$ cat config.mk
export PLATFORM = sky130hd
export DESIGN_NAME = cmp_ctrl
export DESIGN_NICKNAME = d
export VERILOG_FILES = /design/src/verilog/cmp_pkg.sv /design/src/verilog/cmp_chan_if.sv /design/src/verilog/cmp_chan.sv /design/src/verilog/cmp_ctrl.sv
export VERILOG_INCLUDE_DIRS = /design/src /design/src/verilog
export SDC_FILE = /design/constraint.sdc
export NUM_CORES = 1
export LEC_CHECK = 0
export BUFFER_PORTS_ARGS = -buffer_cell sky130_fd_sc_hd__buf_2
export CAP_MARGIN = 5
export CORE_MARGIN = 8
export CORE_UTILIZATION = 50
export CTS_CLUSTER_SIZE = 16
export DETAILED_ROUTE_END_ITERATION = 8
export PLACE_DENSITY_LB_ADDON = 0.2
export SYNTH_ARGS = -nofsm -noshare
export SYNTH_HDL_FRONTEND = slang
export SYNTH_SLANG_ARGS = --single-unit
export TNS_END_PERCENT = 100
$ cat constraint.sdc
create_clock -name clk_i -period 1.9 [get_ports clk_i]
set_clock_uncertainty 0.1 [all_clocks]
set_input_delay 0.095 -clock clk_i [delete_from_list [all_inputs] [get_ports clk_i]]
set_output_delay 0.095 -clock clk_i [all_outputs]
set_load 0.005 [all_outputs]
$ cat src/verilog/cmp_params.svh
`ifndef CMP_PARAMS_SVH
`define CMP_PARAMS_SVH
// Behaviour
// - An enabled comparator keeps running and driving its output while the device sleeps.
// - Mode codes 000 and 111 switch both comparators off.
// - A comparator output change during sleep can wake the device.
// - Wake needs the comparator interrupt enable and the peripheral interrupt enable set.
// - After a comparator wake the instruction after sleep executes first.
// - With global interrupt enable set, the interrupt vector follows that instruction.
// - Reset returns both configuration registers to reset values: comparators off, inputs analog.
// - Output bits 6 and 7 show each comparator's result, flipped by its invert bit.
// - Invert bits 4 and 5 invert their comparator output; clear leaves it non-inverted.
// - The switch bit reroutes the inverting inputs of both comparators in four-input mode, and of comparator one only in three-input mode.
// - The comparator interrupt flag sets whenever the mismatch circuit sees an output change.
// - Every read of the configuration register reloads the mismatch reference latch.

// Register offsets
`define CMP_OFF_CFG 4'h0
`define CMP_OFF_AUX 4'h1
`define CMP_OFF_STAT 4'h2
`define CMP_OFF_MASK 4'h3
`define CMP_OFF_ICTL 4'h4

// Reset values
`define CMP_MODE_RST 3'h0
`define CMP_AUX_RST 2'h2
`define CMP_BYTE_ZERO 8'h00

// Mode codes
`define CMP_MODE_OFF0 3'h0
`define CMP_MODE_MUX3 3'h1
`define CMP_MODE_MUX4 3'h2
`define CMP_MODE_PINS 3'h6
`define CMP_MODE_OFF7 3'h7

// Interrupt control bit positions
`define CMP_B_PERIPHERAL_IRQ_ENABLE 0
`define CMP_B_GIE 1
`endif

$ cat src/verilog/cmp_pkg.sv
package cmp_pkg;
   typedef enum logic [1:0] {
      CMP_ST_RUN,
      CMP_ST_SLEEP,
      CMP_ST_EXEC,
      CMP_ST_VECT
   } cmp_state_t;

   typedef struct packed {
      logic out2;
      logic out1;
      logic inv2;
      logic inv1;
      logic input_switch_select;
      logic [2:0] mode;
   } cmp_cfg_t;
endpackage

$ cat src/verilog/cmp_chan_if.sv
interface cmp_chan_if;
   logic raw;
   logic en;
   logic inv;
   logic cap;
   logic out;
   logic mism;

   modport core (
      output raw,
      output en,
      output inv,
      output cap,
      input out,
      input mism
   );

   modport chan (
      input raw,
      input en,
      input inv,
      input cap,
      output out,
      output mism
   );
endinterface

$ cat src/verilog/cmp_chan.sv
module cmp_chan
   import cmp_pkg::*;
(
   // Clock and reset
   input wire logic clk_i,
   input wire logic srst_i,
   // Channel
   cmp_chan_if.chan ch
);
   logic out_q;
   logic ref_q;
   logic next_out;

   // Polarity applied to the live result
   assign next_out = (ch.raw & ch.en) ^ ch.inv;

   always_ff @(posedge clk_i) begin
      if (srst_i) begin
         out_q <= 1'b0;
         ref_q <= 1'b0;
      end else begin
         out_q <= next_out;
         if (ch.cap) begin
            ref_q <= out_q;
         end
      end
   end

   assign ch.out = out_q;
   assign ch.mism = out_q ^ ref_q;
endmodule

$ cat src/verilog/cmp_ctrl.sv
`include "cmp_params.svh"

module cmp_ctrl
   import cmp_pkg::*;
#(
   parameter int NCH = 2,
   parameter int AW = 4,
   parameter int DW = 8
) (
   // Clock and reset
   input wire logic clk_i,
   input wire logic srst_i,
   // Register port
   input wire logic [AW-1:0] addr_i,
   input wire logic [DW-1:0] wdata_i,
   input wire logic we_i,
   input wire logic re_i,
   output logic [DW-1:0] rdata_o,
   // Analog comparator side
   input wire logic [NCH-1:0] cmp_raw_i,
   output logic [NCH-1:0] cmp_en_o,
   output logic c1_vneg_sw_o,
   output logic c2_vneg_sw_o,
   output logic analog_in_o,
   // Comparator output pins
   output logic [NCH-1:0] cmp_pin_o,
   output logic cmp_pin_oe_o,
   // Core sleep and wake
   input wire logic sleep_req_i,
   output logic sleeping_o,
   output logic wake_o,
   output logic exec_next_o,
   output logic vector_o,
   // Interrupt
   output logic irq_o
);
   cmp_chan_if ch [NCH] ();

   // Register storage
   logic [2:0] mode;
   logic input_switch_select;
   logic [NCH-1:0] inv;
   logic [1:0] aux;
   logic [NCH-1:0] flag;
   logic [NCH-1:0] mask;
   logic peripheral_irq_enable;
   logic global_irq_enable;
   cmp_state_t state;
   cmp_state_t next_state;

   // Per-channel live results
   wire [NCH-1:0] live_out;
   wire [NCH-1:0] mism;

   // Address decode
   wire sel_cfg = (addr_i == `CMP_OFF_CFG);
   wire sel_aux = (addr_i == `CMP_OFF_AUX);
   wire sel_stat = (addr_i == `CMP_OFF_STAT);
   wire sel_mask = (addr_i == `CMP_OFF_MASK);
   wire sel_ictl = (addr_i == `CMP_OFF_ICTL);
   wire wr_cfg = we_i & sel_cfg;
   wire wr_aux = we_i & sel_aux;
   wire wr_stat = we_i & sel_stat;
   wire wr_mask = we_i & sel_mask;
   wire wr_ictl = we_i & sel_ictl;
   // A write starts with a read, so both reload the reference
   wire cfg_touch = (re_i | we_i) & sel_cfg;

   // Mode decode
   wire mode_off = (mode == `CMP_MODE_OFF0) | (mode == `CMP_MODE_OFF7);
   wire mode_mux3 = (mode == `CMP_MODE_MUX3);
   wire mode_mux4 = (mode == `CMP_MODE_MUX4);
   wire mode_pins = (mode == `CMP_MODE_PINS);

   // Sleep does not gate the enables
   assign cmp_en_o = mode_off ? {NCH{1'b0}} : {NCH{1'b1}};
   assign c1_vneg_sw_o = input_switch_select & (mode_mux3 | mode_mux4);
   assign c2_vneg_sw_o = input_switch_select & mode_mux4;
   assign analog_in_o = (mode != `CMP_MODE_OFF7);
   assign cmp_pin_oe_o = mode_pins;
   assign cmp_pin_o = mode_pins ? live_out : {NCH{1'b0}};

   // Channel instances
   genvar g;
   generate
      for (g = 0; g < NCH; g = g + 1) begin : g_ch
         assign ch[g].raw = cmp_raw_i[g];
         assign ch[g].en = cmp_en_o[g];
         assign ch[g].inv = inv[g];
         assign ch[g].cap = cfg_touch;
         assign live_out[g] = ch[g].out;
         assign mism[g] = ch[g].mism;
         cmp_chan u_chan (
            .clk_i (clk_i),
            .srst_i (srst_i),
            .ch (ch[g])
         );
      end
   endgenerate

   // Configuration register view
   cmp_cfg_t cfg_view;
   assign cfg_view.out2 = live_out[1];
   assign cfg_view.out1 = live_out[0];
   assign cfg_view.inv2 = inv[1];
   assign cfg_view.inv1 = inv[0];
   assign cfg_view.input_switch_select = input_switch_select;
   assign cfg_view.mode = mode;

   // Write decode of configuration fields; output bits are dropped
   cmp_cfg_t cfg_wr_data;
   assign cfg_wr_data = cmp_cfg_t'(wdata_i);

   // Status next value: set wins over write-one-to-clear
   wire [NCH-1:0] stat_clr = wr_stat ? wdata_i[NCH-1:0] : {NCH{1'b0}};
   wire [NCH-1:0] next_flag = (flag & ~stat_clr) | mism;

   // Read multiplexer
   wire [DW-1:0] rd_mux =
      sel_cfg ? DW'(cfg_view) :
      sel_aux ? DW'(aux) :
      sel_stat ? DW'(flag) :
      sel_mask ? DW'(mask) :
      sel_ictl ? DW'({global_irq_enable, peripheral_irq_enable}) :
      `CMP_BYTE_ZERO;

   // Configuration register
   always_ff @(posedge clk_i) begin
      if (srst_i) begin
         mode <= `CMP_MODE_RST;
         input_switch_select <= 1'b0;
         inv <= {NCH{1'b0}};
      end else if (wr_cfg) begin
         mode <= cfg_wr_data.mode;
         input_switch_select <= cfg_wr_data.input_switch_select;
         inv <= {cfg_wr_data.inv2, cfg_wr_data.inv1};
      end
   end

   // Auxiliary configuration register
   always_ff @(posedge clk_i) begin
      if (srst_i) begin
         aux <= `CMP_AUX_RST;
      end else if (wr_aux) begin
         aux <= wdata_i[1:0];
      end
   end

   // Interrupt status, mask and control
   always_ff @(posedge clk_i) begin
      if (srst_i) begin
         flag <= {NCH{1'b0}};
         mask <= {NCH{1'b0}};
         peripheral_irq_enable <= 1'b0;
         global_irq_enable <= 1'b0;
      end else begin
         flag <= next_flag;
         if (wr_mask) begin
            mask <= wdata_i[NCH-1:0];
         end
         if (wr_ictl) begin
            peripheral_irq_enable <= wdata_i[`CMP_B_PERIPHERAL_IRQ_ENABLE];
            global_irq_enable <= wdata_i[`CMP_B_GIE];
         end
      end
   end

   // Read data, one cycle after the strobe only
   always_ff @(posedge clk_i) begin
      if (srst_i) begin
         rdata_o <= `CMP_BYTE_ZERO;
      end else begin
         rdata_o <= re_i ? rd_mux : `CMP_BYTE_ZERO;
      end
   end

   wire pending = |(flag & mask);
   assign irq_o = pending;

   // Wake needs a flagged, enabled comparator plus peripheral enable
   wire wake_cond = pending & peripheral_irq_enable;

   // Sleep and wake sequencer
   always_comb begin
      next_state = state;
      case (state)
         CMP_ST_RUN: begin
            if (sleep_req_i) begin
               next_state = CMP_ST_SLEEP;
            end
         end
         CMP_ST_SLEEP: begin
            if (wake_cond) begin
               next_state = CMP_ST_EXEC;
            end
         end
         CMP_ST_EXEC: begin
            next_state = global_irq_enable ? CMP_ST_VECT : CMP_ST_RUN;
         end
         CMP_ST_VECT: begin
            next_state = CMP_ST_RUN;
         end
         default: begin
            next_state = CMP_ST_RUN;
         end
      endcase
   end

   always_ff @(posedge clk_i) begin
      if (srst_i) begin
         state <= CMP_ST_RUN;
      end else begin
         state <= next_state;
      end
   end

   assign sleeping_o = (state == CMP_ST_SLEEP);
   assign wake_o = sleeping_o & wake_cond;
   assign exec_next_o = (state == CMP_ST_EXEC);
   assign vector_o = (state == CMP_ST_VECT);
endmodule

---- Word-level counts from Yosys, hierarchy flattened ----
Cells that the tools add are included.
storage, ports and cells
  bits in registers ....................... 28
  output and inout port bits .............. 21
  word-level logic and storage cells ...... 70
operators by class
  eq/ne operators ......................... 14
  multiplexer cells ....................... 12
  bitwise logic cells ..................... 24
  reduce and logical (&&, ||, !) cells .... 6
operator list
  operator            number
  $mux 2              10
  $and 1x1->1         12
  $eq 4x2->1 const B  2
  $mux 8              1
  $pmux 2 s4          1
  $eq 3x3->1 const B  2
  $and 2x2->2         2
  $eq 2x2->1 const B  2
  $eq 4x1->1 const B  1
  $eq 4x3->1 const B  1
  $logic_not 4->1     1
  $reduce_or 2->1     2
  $xor 1x1->1         4
  $eq 3x1->1 const B  1
  $eq 3x2->1 const B  1
  $logic_not 3->1     1
  $ne 3x3->1 const B  1
  $or 1x1->1          3
  $eq 2x1->1 const B  1
  $logic_not 2->1     1
  $ne 2x1->1 const B  1
  $ne 2x2->1 const B  1
  $not 2->2           1
  $or 2x2->2          1
  other kinds (2)     2

---- Depth between registers and ports, before layout ----
Gate-level depths: netlist of run 1.
  depth after elaboration ................. 6
  gate-level depth with buffers ........... 5
  mapped depth without buffers ............ 3

---- Modules after synthesis ----
A second synthesis of run 1 with hierarchy kept.
unflattened totals
  cells, all modules ...................... 145
  area, all modules ....................... 1315.0 µm²
modules (own cells, without submodules)
  module    times used  cells an instance  area each (µm²)  sequential area each (µm²)
  cmp_ctrl  1           129                1137.3           480.5
  cmp_chan  2           8                  88.8             40.0

---- Least setup slack after synthesis of run 1 ----
Ideal clock, no wire load.
  path type ............................... reg-to-reg
  start ................................... reg mode[1]
  end ..................................... reg g_ch[0].u_chan.out_q
  arrival ................................. 1.298 ns
  data required time ...................... 1.730 ns
  path slack .............................. 0.431 ns
  cell stages (with the launch flop) ...... 6
  buffers on the path ..................... 2
  period minus slack after synthesis ...... 1.469 ns
  cell sequence ........................... dfxtp_1 buf_2 and3_1 clkbuf_1 or4_1 a21oi_1
between the ends
  cells in the longest elaborated chain, start to end .. 5
  elaborated cells on any way between the ends .. 6
  classes of those cells .................. eq/ne: 1; mux: 1; bitwise: 3; reduce/logical: 1
ends and longest elaborated chain
  element                                                         RTL line         RTL
  start: declaration                                              cmp_ctrl.sv:40   logic [2:0] mode;
  start signal: assignment                                        cmp_ctrl.sv:130  mode <= `CMP_MODE_RST;
  start signal: assignment                                        cmp_ctrl.sv:134  mode <= cfg_wr_data.mode;
  $eq 3x3->1 (no line) / $logic_not 3->1 (equally long branches)  n/a
  $or 1x1->1 (*)                                                  cmp_ctrl.sv:70   wire mode_off = (mode == `CMP_MODE_OFF0) | (mode == `CMP_MODE_OFF7);
  $mux 2 (*)                                                      cmp_ctrl.sv:76   assign cmp_en_o = mode_off ? {NCH{1'b0}} : {NCH{1'b1}};
  $and 1x1->1 (*)                                                 cmp_chan.sv:15   assign next_out = (ch.raw & ch.en) ^ ch.inv;
  $xor 1x1->1 (*)                                                 cmp_chan.sv:15
  end signal: assignment                                          cmp_chan.sv:22   out_q <= next_out;
  end: declaration                                                cmp_chan.sv:10   logic out_q;
Every way passes the cells marked *; elsewhere a longest branch is shown, timed or not.
A chain may end at the register's enable or synchronous reset.

---- Worst setup path after layout of run 1 ----
  start ................................... reg mode[0]
  end ..................................... out cmp_en_o[0]
between the ends
  cells in the longest elaborated chain, start to end .. 3
  elaborated cells on any way between the ends .. 4
  classes of those cells .................. eq/ne: 1; mux: 1; bitwise: 1; reduce/logical: 1
ends and longest elaborated chain
  element                                                         RTL line        RTL
  $eq 3x3->1 (no line) / $logic_not 3->1 (equally long branches)  n/a
  $or 1x1->1 (*)                                                  cmp_ctrl.sv:70
  $mux 2 (*)                                                      cmp_ctrl.sv:76
  end: declaration                                                cmp_ctrl.sv:21  output logic [NCH-1:0] cmp_en_o,
Marked as above.

==> impl_metrics.yaml, run 1 <==
die:
  die_w_um: 68.4
  die_area_um2: 4680
  io_pins: 40
  core_area_um2: 2690
  fp.dieH_um: 68.4
  row_count: 19
  initial_core_util_pct: 51.1
placement:
  dp_cells: 218
  portBuffers: 37
  hpwl_um: 2430
  gp_congestion: 0.861
synth:
  yosysSeqAreaShare_pct: 40.8
  yosysUniqueCellTypes: 39
  yosys.area_share.xor_xnor_pct: 1.91
  synth_adder_area_share_pct: 0
  synthesis.nets: 181
  synth_edf_count: 0
  avgSynthCellArea_um2: 8.48
  synth_top_family_by_area: "simple AND/OR/NAND/NOR gates"
  syn-cell-area_um2: 1370
  synth-main-ff-cell: "dfxtp_1"
  ys_seq_elements: 28
  netlist_instances: 162
  synth_compound_area_share_pct: 21.4
  synth-simple-area-share_pct: 26.0
  yosys-mux-area-fraction_pct: 1.55
  async_flop_share_pct: 0
  ys_warn_count: 0
sta:
  fin_crit_ns: 1.61
  period_share_pct: 84.6
  worst_pin_slew_ns: 0.621
  slew_headroom_pct: 58.3
  slew_viol_final: 0
  setup_violations: 0
  fmax_mhz: 622
  rsz0062_at_grt: "no"
  timing_hold_violations_final: 0
  fin_setup_tns_ns: 0
drt:
  vias_per_cell: 5.80
  wl_per_cell_um: 14.8
  ant_nets: 0
  route.detailed.drc: 0
  drt_iter0_markers: 43
  finalWirelength_um: 3400
  firstDrtPassIters: 4
  vias: 1333
layout:
  layout.nets: 219
  final_cells: 230
  fillers: 257
  syn_to_final_growth_pct: 22.0
  final_common_cell: "buf_2"
  drive_gt1_share_pct: 25.6
  layout_common_cells: "buf_2 (37), dfxtp_1 (28), a21oi_1 (19)"
  num_antenna_cells: 0
global_routing:
  grt_overflow: 0
  top_usage_layer: "met2"
  grt_pass1_vias: 1255
  grt_pass1_wl_um: 5510
  groute.usage.overall_pct: 14.9
  grt_antenna_before_repair: 0
  grt_use_met1_pct: 18.6
  grt_max_degree: 21
  grtUsageMet2_pct: 24.6
  use_met3_pct: 3.27
clock_tree:
  postCtsSetupRepairBufs: 0
  cts_resized: 0
  clk_latency_ns: 0.34
  hold_buffers: 8
  numClockSinks: 28
  cts_max_level: 1
  numCtsBuffers: 3
  tritoncts: "done"
  clock_path_buffers: 2
  clk_pin_slew_ns: 0.16
  cts-root-buf: "clkbuf_4"
min_path:
  hp-class: "primary input to flop"
worst_setup_path:
  path_cells: "nor3_1, nor2_1, buf_2"
  cp_data_arrival_time_ns: 1.41
  cp_top_family: "simple AND/OR/NAND/NOR gates"
  crit_type: "flop to primary output"
  critical_path_required_ns: 1.70
  start_kind: "flop"
  path_buf_inv: 1
  slowest_stage: "dfxtp_1"
  worst_setup_path_end_kind: "primary output"
  crit_fanout: 8
  cp_slowest_stage_delay_ns: 0.42
pwr:
  p_per_area_nw_per_um2: 667
  ir_worst_vdd_mv: 0.585
  leakage_nw: 0.730
status:
  outcome: "finished, final reports clean"
job:
  drv_cap: 0
-- layer usage --
metal / part of all wire, % / wire length (um)
met1: 44 / 1500
met2: 47 / 1600
met3: 7.8 / 267
met4: 1.1 / 37
met5: 0 / 0
-- report_power, final --
part	internal [mW]	total [mW]	switching (mW)
Combinational	0.0536	0.117	0.0631
Clock	0.213	0.399	0.186
Sequential	0.595	0.602	0.00704
-- layout make-up --
cell class                 instances  area (um^2)  share of cell area, %
clock buffer                       3         22.5                   1.34
clock inverter                     1         30.0                   1.79
inverter                           8         30.0                   1.79
multi-input combinational        110          699                   41.7
sequential                        28          561                   33.4
tap                               31         38.8                   2.31
timing repair buffer              49          295                   17.6
-- cells by family after synthesis --
group / count (synthesis)
XOR/XNOR: 3
flip-flops: 28
AND/OR/NAND/NOR: 58
multiplexers: 2
AO/OA/AOI/OAI: 47
buffers and inverters: 24
-- tightest hold or removal path, stage by stage --
cell	delay [ns]
buf_2	0.17
nand4_1	0.11
a21oi_1	0.06
-- registers in the layout, indices dropped and copies added, names as in the netlist --
signal                 count
aux                        2
flag                       2
g_ch.u_chan.ch.out         2
g_ch.u_chan.ref_q          2
global_irq_enable          1
input_switch_select        1
inv                        2
mask                       2
mode                       3
peripheral_irq_enable      1
rdata_o                    8
state                      2
-- stage by stage --
stage | instance area [um^2] | total power, mW | hold slack [ns] | util, % | setup slack [ns]
finish | 1680 | 1.12 | 0.0280 | 62.4 | 0.293
global placement | 1540 | 0.714 | 0.253 | 57.5 | 0.419
global route | 1680 | 1.16 | 0.0541 | 62.4 | 0.170
floorplan | 1370 | 0.681 | 0.140 | - | 0.431
CTS | 1680 | 1.12 | 0.0123 | 62.4 | 0.273
detailed placement | 1540 | 0.717 | 0.263 | 57.5 | 0.415
-- synth_stat cells (all sizes together) (3+ instances only) --
| cell | count | area, um^2 |
|---|---|---|
| nor2 | 4 | 15.0 |
| a21oi | 19 | 95.1 |
| nand2b | 3 | 18.8 |
| nand3b | 7 | 52.6 |
| o21ai | 12 | 60.1 |
| and3 | 9 | 56.3 |
| clkbuf | 9 | 35.0 |
| dfxtp | 28 | 561 |
| or3 | 3 | 20.0 |
| nor3b | 3 | 22.5 |
| nand3 | 9 | 45.0 |
| nor2b | 4 | 25.0 |
| xnor2 | 3 | 26.3 |
| inv | 8 | 30.0 |
| or4 | 3 | 22.5 |
| buf | 7 | 48.8 |
| and2 | 3 | 18.8 |
| o31ai | 4 | 30.0 |
-- final timing paths --
| check | start | endpoint | slack [ns] | depth (start not counted) |
|---|---|---|---|---|
| max | mode[0] | cmp_en_o[0] | 0.29 | 3 |
| min | addr_i[2] | peripheral_irq_enable | 0.03 | 3 |
| max reg2reg | mode[1] | g_ch[0].u_chan.ch.out | 0.43 | 3 |
| min reg2reg | aux[0] | aux[0] | 0.40 | 2 |
No activity file was read; power rests on OpenSTA's default activity.
==> inputs of run 2 (changes only) <==
==> constraint.sdc (replaced) <==
create_clock -name clk_i -period 1.67 [get_ports clk_i]
set_clock_uncertainty 0.1 [all_clocks]
set_input_delay 0.0835 -clock clk_i [delete_from_list [all_inputs] [get_ports clk_i]]
set_output_delay 0.0835 -clock clk_i [all_outputs]
set_load 0.005 [all_outputs]
==> run 2 against run 1 <==
- register-to-register slack worse by 0.18 ns
- final cell count rose by 0.43%
- total power up 13%
- first-iteration DRC count grew 16%
- critical path depth unchanged
- non-clock buffer count is 1 higher
- setup slack worse by 0.16 ns
- sequential cell count is the same
- combinational power is 14% higher
- sequential share of layout area fell by 0.25 points
- wire length up 2.7%
- critical path type unchanged
==> impl_metrics.yaml, run 2 (same netlist as run 1, synthesis figures left out) <==
status:
  outcome: "finished, final reports clean"
layout:
  final_common_cell: "buf_2"
  seq_area_um2: 561
  num_antenna_cells: 0
  fin_area_um2: 1690
  fillers: 235
  post-route-util_pct: 62.9
  syn_to_final_growth_pct: 23.0
  drive_gt1_share_pct: 27.5
  multi_input_area_um2: 707
  layout.nets: 220
  largest_registers: "rdata_o (8), mode (3)"
  top_register: "rdata_o"
  largest_reg_flops: 8
  layout_common_cells: "buf_2 (37), dfxtp_1 (28), a21oi_1 (19)"
worst_setup_path:
  critical_path_required_ns: 1.49
  worst_setup_path_end_kind: "primary output"
  path_cells: "and3_1, nor2_1, buf_2"
  ff2ff_setup_slack_ns: 0.25
  start_kind: "flop"
  crit_type: "flop to primary output"
  cp_data_arrival_time_ns: 1.35
  crit_fanout: 7
  slowest_stage: "dfxtp_1"
  cp_slowest_stage_delay_ns: 0.48
  reg2reg_depth: 3
clock_tree:
  numClockSinks: 28
  tritoncts: "done"
  cts_max_level: 1
  numCtsBuffers: 3
  clk_pin_slew_ns: 0.15
  clock_path_buffers: 2
  cts-root-buf: "clkbuf_4"
  postCtsSetupRepairBufs: 0
  clk_latency_ns: 0.33
placement:
  hpwl_um: 2490
  placed_cell_area_um2: 1560
  dp_slack_ns: 0.192
  gp_congestion: 0.857
  portBuffers: 37
drt:
  drt_iter0_markers: 50
  met2_length_um: 1640
  firstDrtPassIters: 4
  wl_met1_um: 1570
  wl_met3_um: 234
  vias_per_cell: 5.65
  finalWirelength_um: 3500
  top_layer_used: "met4"
  route.detailed.drc: 0
  wl_per_cell_um: 15.1
  vias: 1306
  ant_nets: 0
pwr:
  leakage_nw: 0.737
  p_per_area_nw_per_um2: 748
  ir_worst_vdd_mv: 0.499
sta:
  slew_headroom_pct: 48.9
  fin_crit_ns: 1.53
  hold_slack_ns: 0.0150
  timing_hold_violations_final: 0
  fin_setup_tns_ns: 0
  slew_viol_final: 0
  period_share_pct: 91.9
  worst_slack_ns: 0.135
  fmax_mhz: 652
  worst_pin_slew_ns: 0.765
  rsz0062_at_grt: "no"
  setup_violations: 0
global_routing:
  grt_pass1_wl_um: 5490
  groute.usage.overall_pct: 15.1
  grt_overflow: 0
  grt_max_degree: 21
  grt_pass1_vias: 1206
  grt_antenna_before_repair: 0
die:
  fp.dieH_um: 68.4
  row_count: 19
  core_area_um2: 2690
  io_pins: 40
  initial_core_util_pct: 51.1
  die_area_um2: 4680
  die_w_um: 68.4
job:
  drv_cap: 0
min_path:
  hold_depth: 4
  hp-class: "primary input to flop"
==> run 2: worst paths after layout <==
check	from	end
worst max-delay path	mode[2]	cmp_en_o[1]
worst min-delay path	cmp_raw_i[1]	g_ch[1].u_chan.ch.out
worst max register to register	mode[2]	g_ch[1].u_chan.ch.out
worst min register to register	aux[0]	aux[0]
==> run 2: critical path: cells and delay by family (launching register included) <==
| kind | cells | cell delay (ns) |
|---|---|---|
| flip-flops | 1 | 0.48 |
| AND/OR/NAND/NOR | 2 | 0.39 |
| buffers and inverters | 1 | 0.14 |
==> run 2: layout make-up <==
type / instances / share of cell area, %
clock buffer: 3 / 1.33
inverter: 8 / 1.78
timing repair buffer: 50 / 17.8
tap: 31 / 2.30
multi-input combinational: 110 / 41.9
sequential: 28 / 33.2
clock inverter: 1 / 1.78
==> run 2: what timing repair did <==
item | 4_1_cts | 5_1_grt
gates resized for setup | 0 | 2
hold buffers | 7 | 0
endpoints found under the hold margin | 11 | 0
setup endpoints to repair | 0 | 2
==> run 2: power breakdown <==
part	switching (mW)	leakage, nW	internal, mW
logic	0.0730	0.483	0.0600
clock network	0.202	0.0279	0.243
registers	0.00755	0.226	0.677
total	0.283	0.737	0.980
==> run 2: per-stage QoR <==
| stage | power, mW | cells |
|---|---|---|
| after floorplan | 0.774 | 162 |
| after global placement | 0.813 | 220 |
| after detailed placement | 0.817 | 220 |
| after CTS | 1.27 | 231 |
| after global routing | 1.31 | 231 |
| final | 1.26 | 231 |
==> run 2: metal layers <==
metal	track usage [%]	up-vias
li1	-	663
met4	4.09	0
met3	3.11	6
met1	19.8	605
met5	0	-
met2	24.3	32
==> inputs of run 3 (changes only) <==
--- a/config.mk
+++ b/config.mk
@@ -13,6 +13,7 @@
 export CTS_CLUSTER_SIZE = 16
 export DETAILED_ROUTE_END_ITERATION = 8
 export PLACE_DENSITY_LB_ADDON = 0.2
+export REMOVE_ABC_BUFFERS = 1
 export SYNTH_ARGS = -nofsm -noshare
 export SYNTH_HDL_FRONTEND = slang
 export SYNTH_SLANG_ARGS = --single-unit
==> run 3 against run 2 <==
- count of clock-buffer cells in the layout did not move
- critical path depth is 2 higher
- design area is 1.3% higher
- largest power group unchanged
- highest routed layer unchanged
==> impl_metrics.yaml, run 3 (same netlist as run 1, synthesis figures left out) <==
die:
  io_pins: 40
  initial_core_util_pct: 51.1
  die_w_um: 68.4
  row_count: 19
  die_area_um2: 4680
  fp.dieH_um: 68.4
  core_area_um2: 2690
pwr:
  leakage_nw: 0.746
  combPwrFrac_pct: 11.1
  ir_worst_vdd_mv: 0.585
  total_power_mw: 1.27
  seq_power_share_pct: 54.0
  p_switching_mw: 0.284
  clkPwrFrac_pct: 35.0
  p_per_area_nw_per_um2: 741
  switching_share_pct: 22.4
  p_int_mw: 0.984
drt:
  finalWirelength_um: 3600
  route.detailed.drc: 0
  firstDrtPassIters: 4
  drt_iter0_markers: 64
  wl_per_cell_um: 15.4
  ant_nets: 0
  vias: 1327
  vias_per_cell: 5.70
placement:
  gp_congestion: 0.794
  portBuffers: 37
  hpwl_um: 2550
worst_setup_path:
  cp-startpoint: "mode[1]"
  ff2ff_setup_slack_ns: 0.20
  setup.worst_path.end: "cmp_pin_o[1]"
  crit_type: "flop to primary output"
  start_kind: "flop"
  cp_data_arrival_time_ns: 1.38
  r2r-start: "mode[0]"
  cp_slowest_stage_delay_ns: 0.41
  worst_setup_path_end_kind: "primary output"
  r2r_end: "g_ch[0].u_chan.ch.out"
  path_cells: "buf_4, nand2_1, nor2_1, and2_1, buf_2"
  reg2reg_depth: 3
  critical_path_required_ns: 1.49
  slowest_stage: "dfxtp_1"
  crit_fanout: 6
sta:
  timing_hold_violations_final: 0
  rsz0062_at_grt: "no"
  fin_crit_ns: 1.57
  setup_violations: 0
  worst_pin_slew_ns: 0.422
  period_share_pct: 93.9
  slew_viol_final: 0
  fin_setup_tns_ns: 0
  slew_headroom_pct: 71.7
  fmax_mhz: 638
clock_tree:
  clk_pin_slew_ns: 0.15
  clock_path_buffers: 2
  clk_latency_ns: 0.32
  cts_max_level: 1
  tritoncts: "done"
  cts-root-buf: "clkbuf_4"
  numClockSinks: 28
  postCtsSetupRepairBufs: 0
  numCtsBuffers: 3
layout:
  seq_area_um2: 561
  top_register: "rdata_o"
  num_antenna_cells: 0
  drive_gt1_share_pct: 26.7
  largest_reg_flops: 8
  layout.nets: 222
  syn_to_final_growth_pct: 24.6
  final_common_cell: "buf_2"
  post-route-util_pct: 63.7
  multi_input_area_um2: 707
  layout_common_cells: "buf_2 (37), dfxtp_1 (28), a21oi_1 (19)"
  fillers: 234
  largest_registers: "rdata_o (8), mode (3)"
global_routing:
  grt_overflow: 0
  grt_max_degree: 20
  grt_pass1_wl_um: 5680
  grt_antenna_before_repair: 0
  grt_pass1_vias: 1208
  groute.usage.overall_pct: 15.7
job:
  drv_cap: 0
min_path:
  hp-class: "primary input to flop"
status:
  outcome: "finished, final reports clean"
==> run 3: timing repair <==
| item | in CTS | in global routing |
|---|---|---|
| endpoints found under the setup margin | 0 | 3 |
| gates resized for setup | 0 | 2 |
| hold endpoints to repair | 13 | 1 |
| hold buffers | 9 | 1 |
==> run 3: per-layer routing <==
metal / track usage [%] / part of all wire (%)
met1: 20.1 / 43
met2: 25.9 / 47
met3: 2.45 / 7.1
met4: 5.88 / 2.1
met5: 0 / 0
==> run 3: final cells by class <==
class,instances,area share [%]
sequential,28,32.7
clock buffer,3,1.32
clock inverter,1,1.75
multi-input combinational,110,41.3
tap,31,2.27
timing repair buffer,52,18.9
inverter,8,1.75
==> run 3: power by group through the flow <==
| stage | Clock [mW] | Combinational [mW] | Sequential [mW] |
|---|---|---|---|
| floorplan | 0 | 0.0531 | 0.697 |
| global placement | 0 | 0.115 | 0.698 |
| detailed placement | 0 | 0.119 | 0.699 |
| CTS | 0.449 | 0.135 | 0.685 |
| global route | 0.481 | 0.152 | 0.687 |
| finish | 0.444 | 0.140 | 0.685 |
==> run 3: worst min-delay path by stage <==
stage | start | slack, ns | depth (start not counted) | end
6_report | addr_i[2] | 0.03 | 3 | global_irq_enable
5_1_grt | re_i | 0.02 | 4 | g_ch[0].u_chan.ref_q
4_1_cts | addr_i[2] | 0.003 | 3 | peripheral_irq_enable
3_5_place_dp | srst_i | 0.22 | 2 | g_ch[1].u_chan.ref_q
3_3_place_gp | srst_i | 0.20 | 2 | g_ch[1].u_chan.ref_q
2_1_floorplan | srst_i | 0.05 | 1 | aux[0]
==> run 3: worst max-delay path: cells and delay by family, from the launching register on <==
family / cells / cell delay (ns)
DFF: 1 / 0.41
and+or+nand+nor: 3 / 0.38
buffers and inverters: 2 / 0.27
==> run 3: stage by stage <==
stage | instance area, um^2 | hold WS (ns) | cells | setup slack (ns)
after detailed placement | 1550 | 0.218 | 219 | 0.181
after floorplan | 1290 | 0.0526 | 146 | 0.257
final | 1710 | 0.0256 | 233 | 0.102
after global placement | 1550 | 0.203 | 219 | 0.219
after global routing | 1710 | 0.0199 | 233 | 0.00571
after CTS | 1690 | 0.00272 | 232 | 0.0836
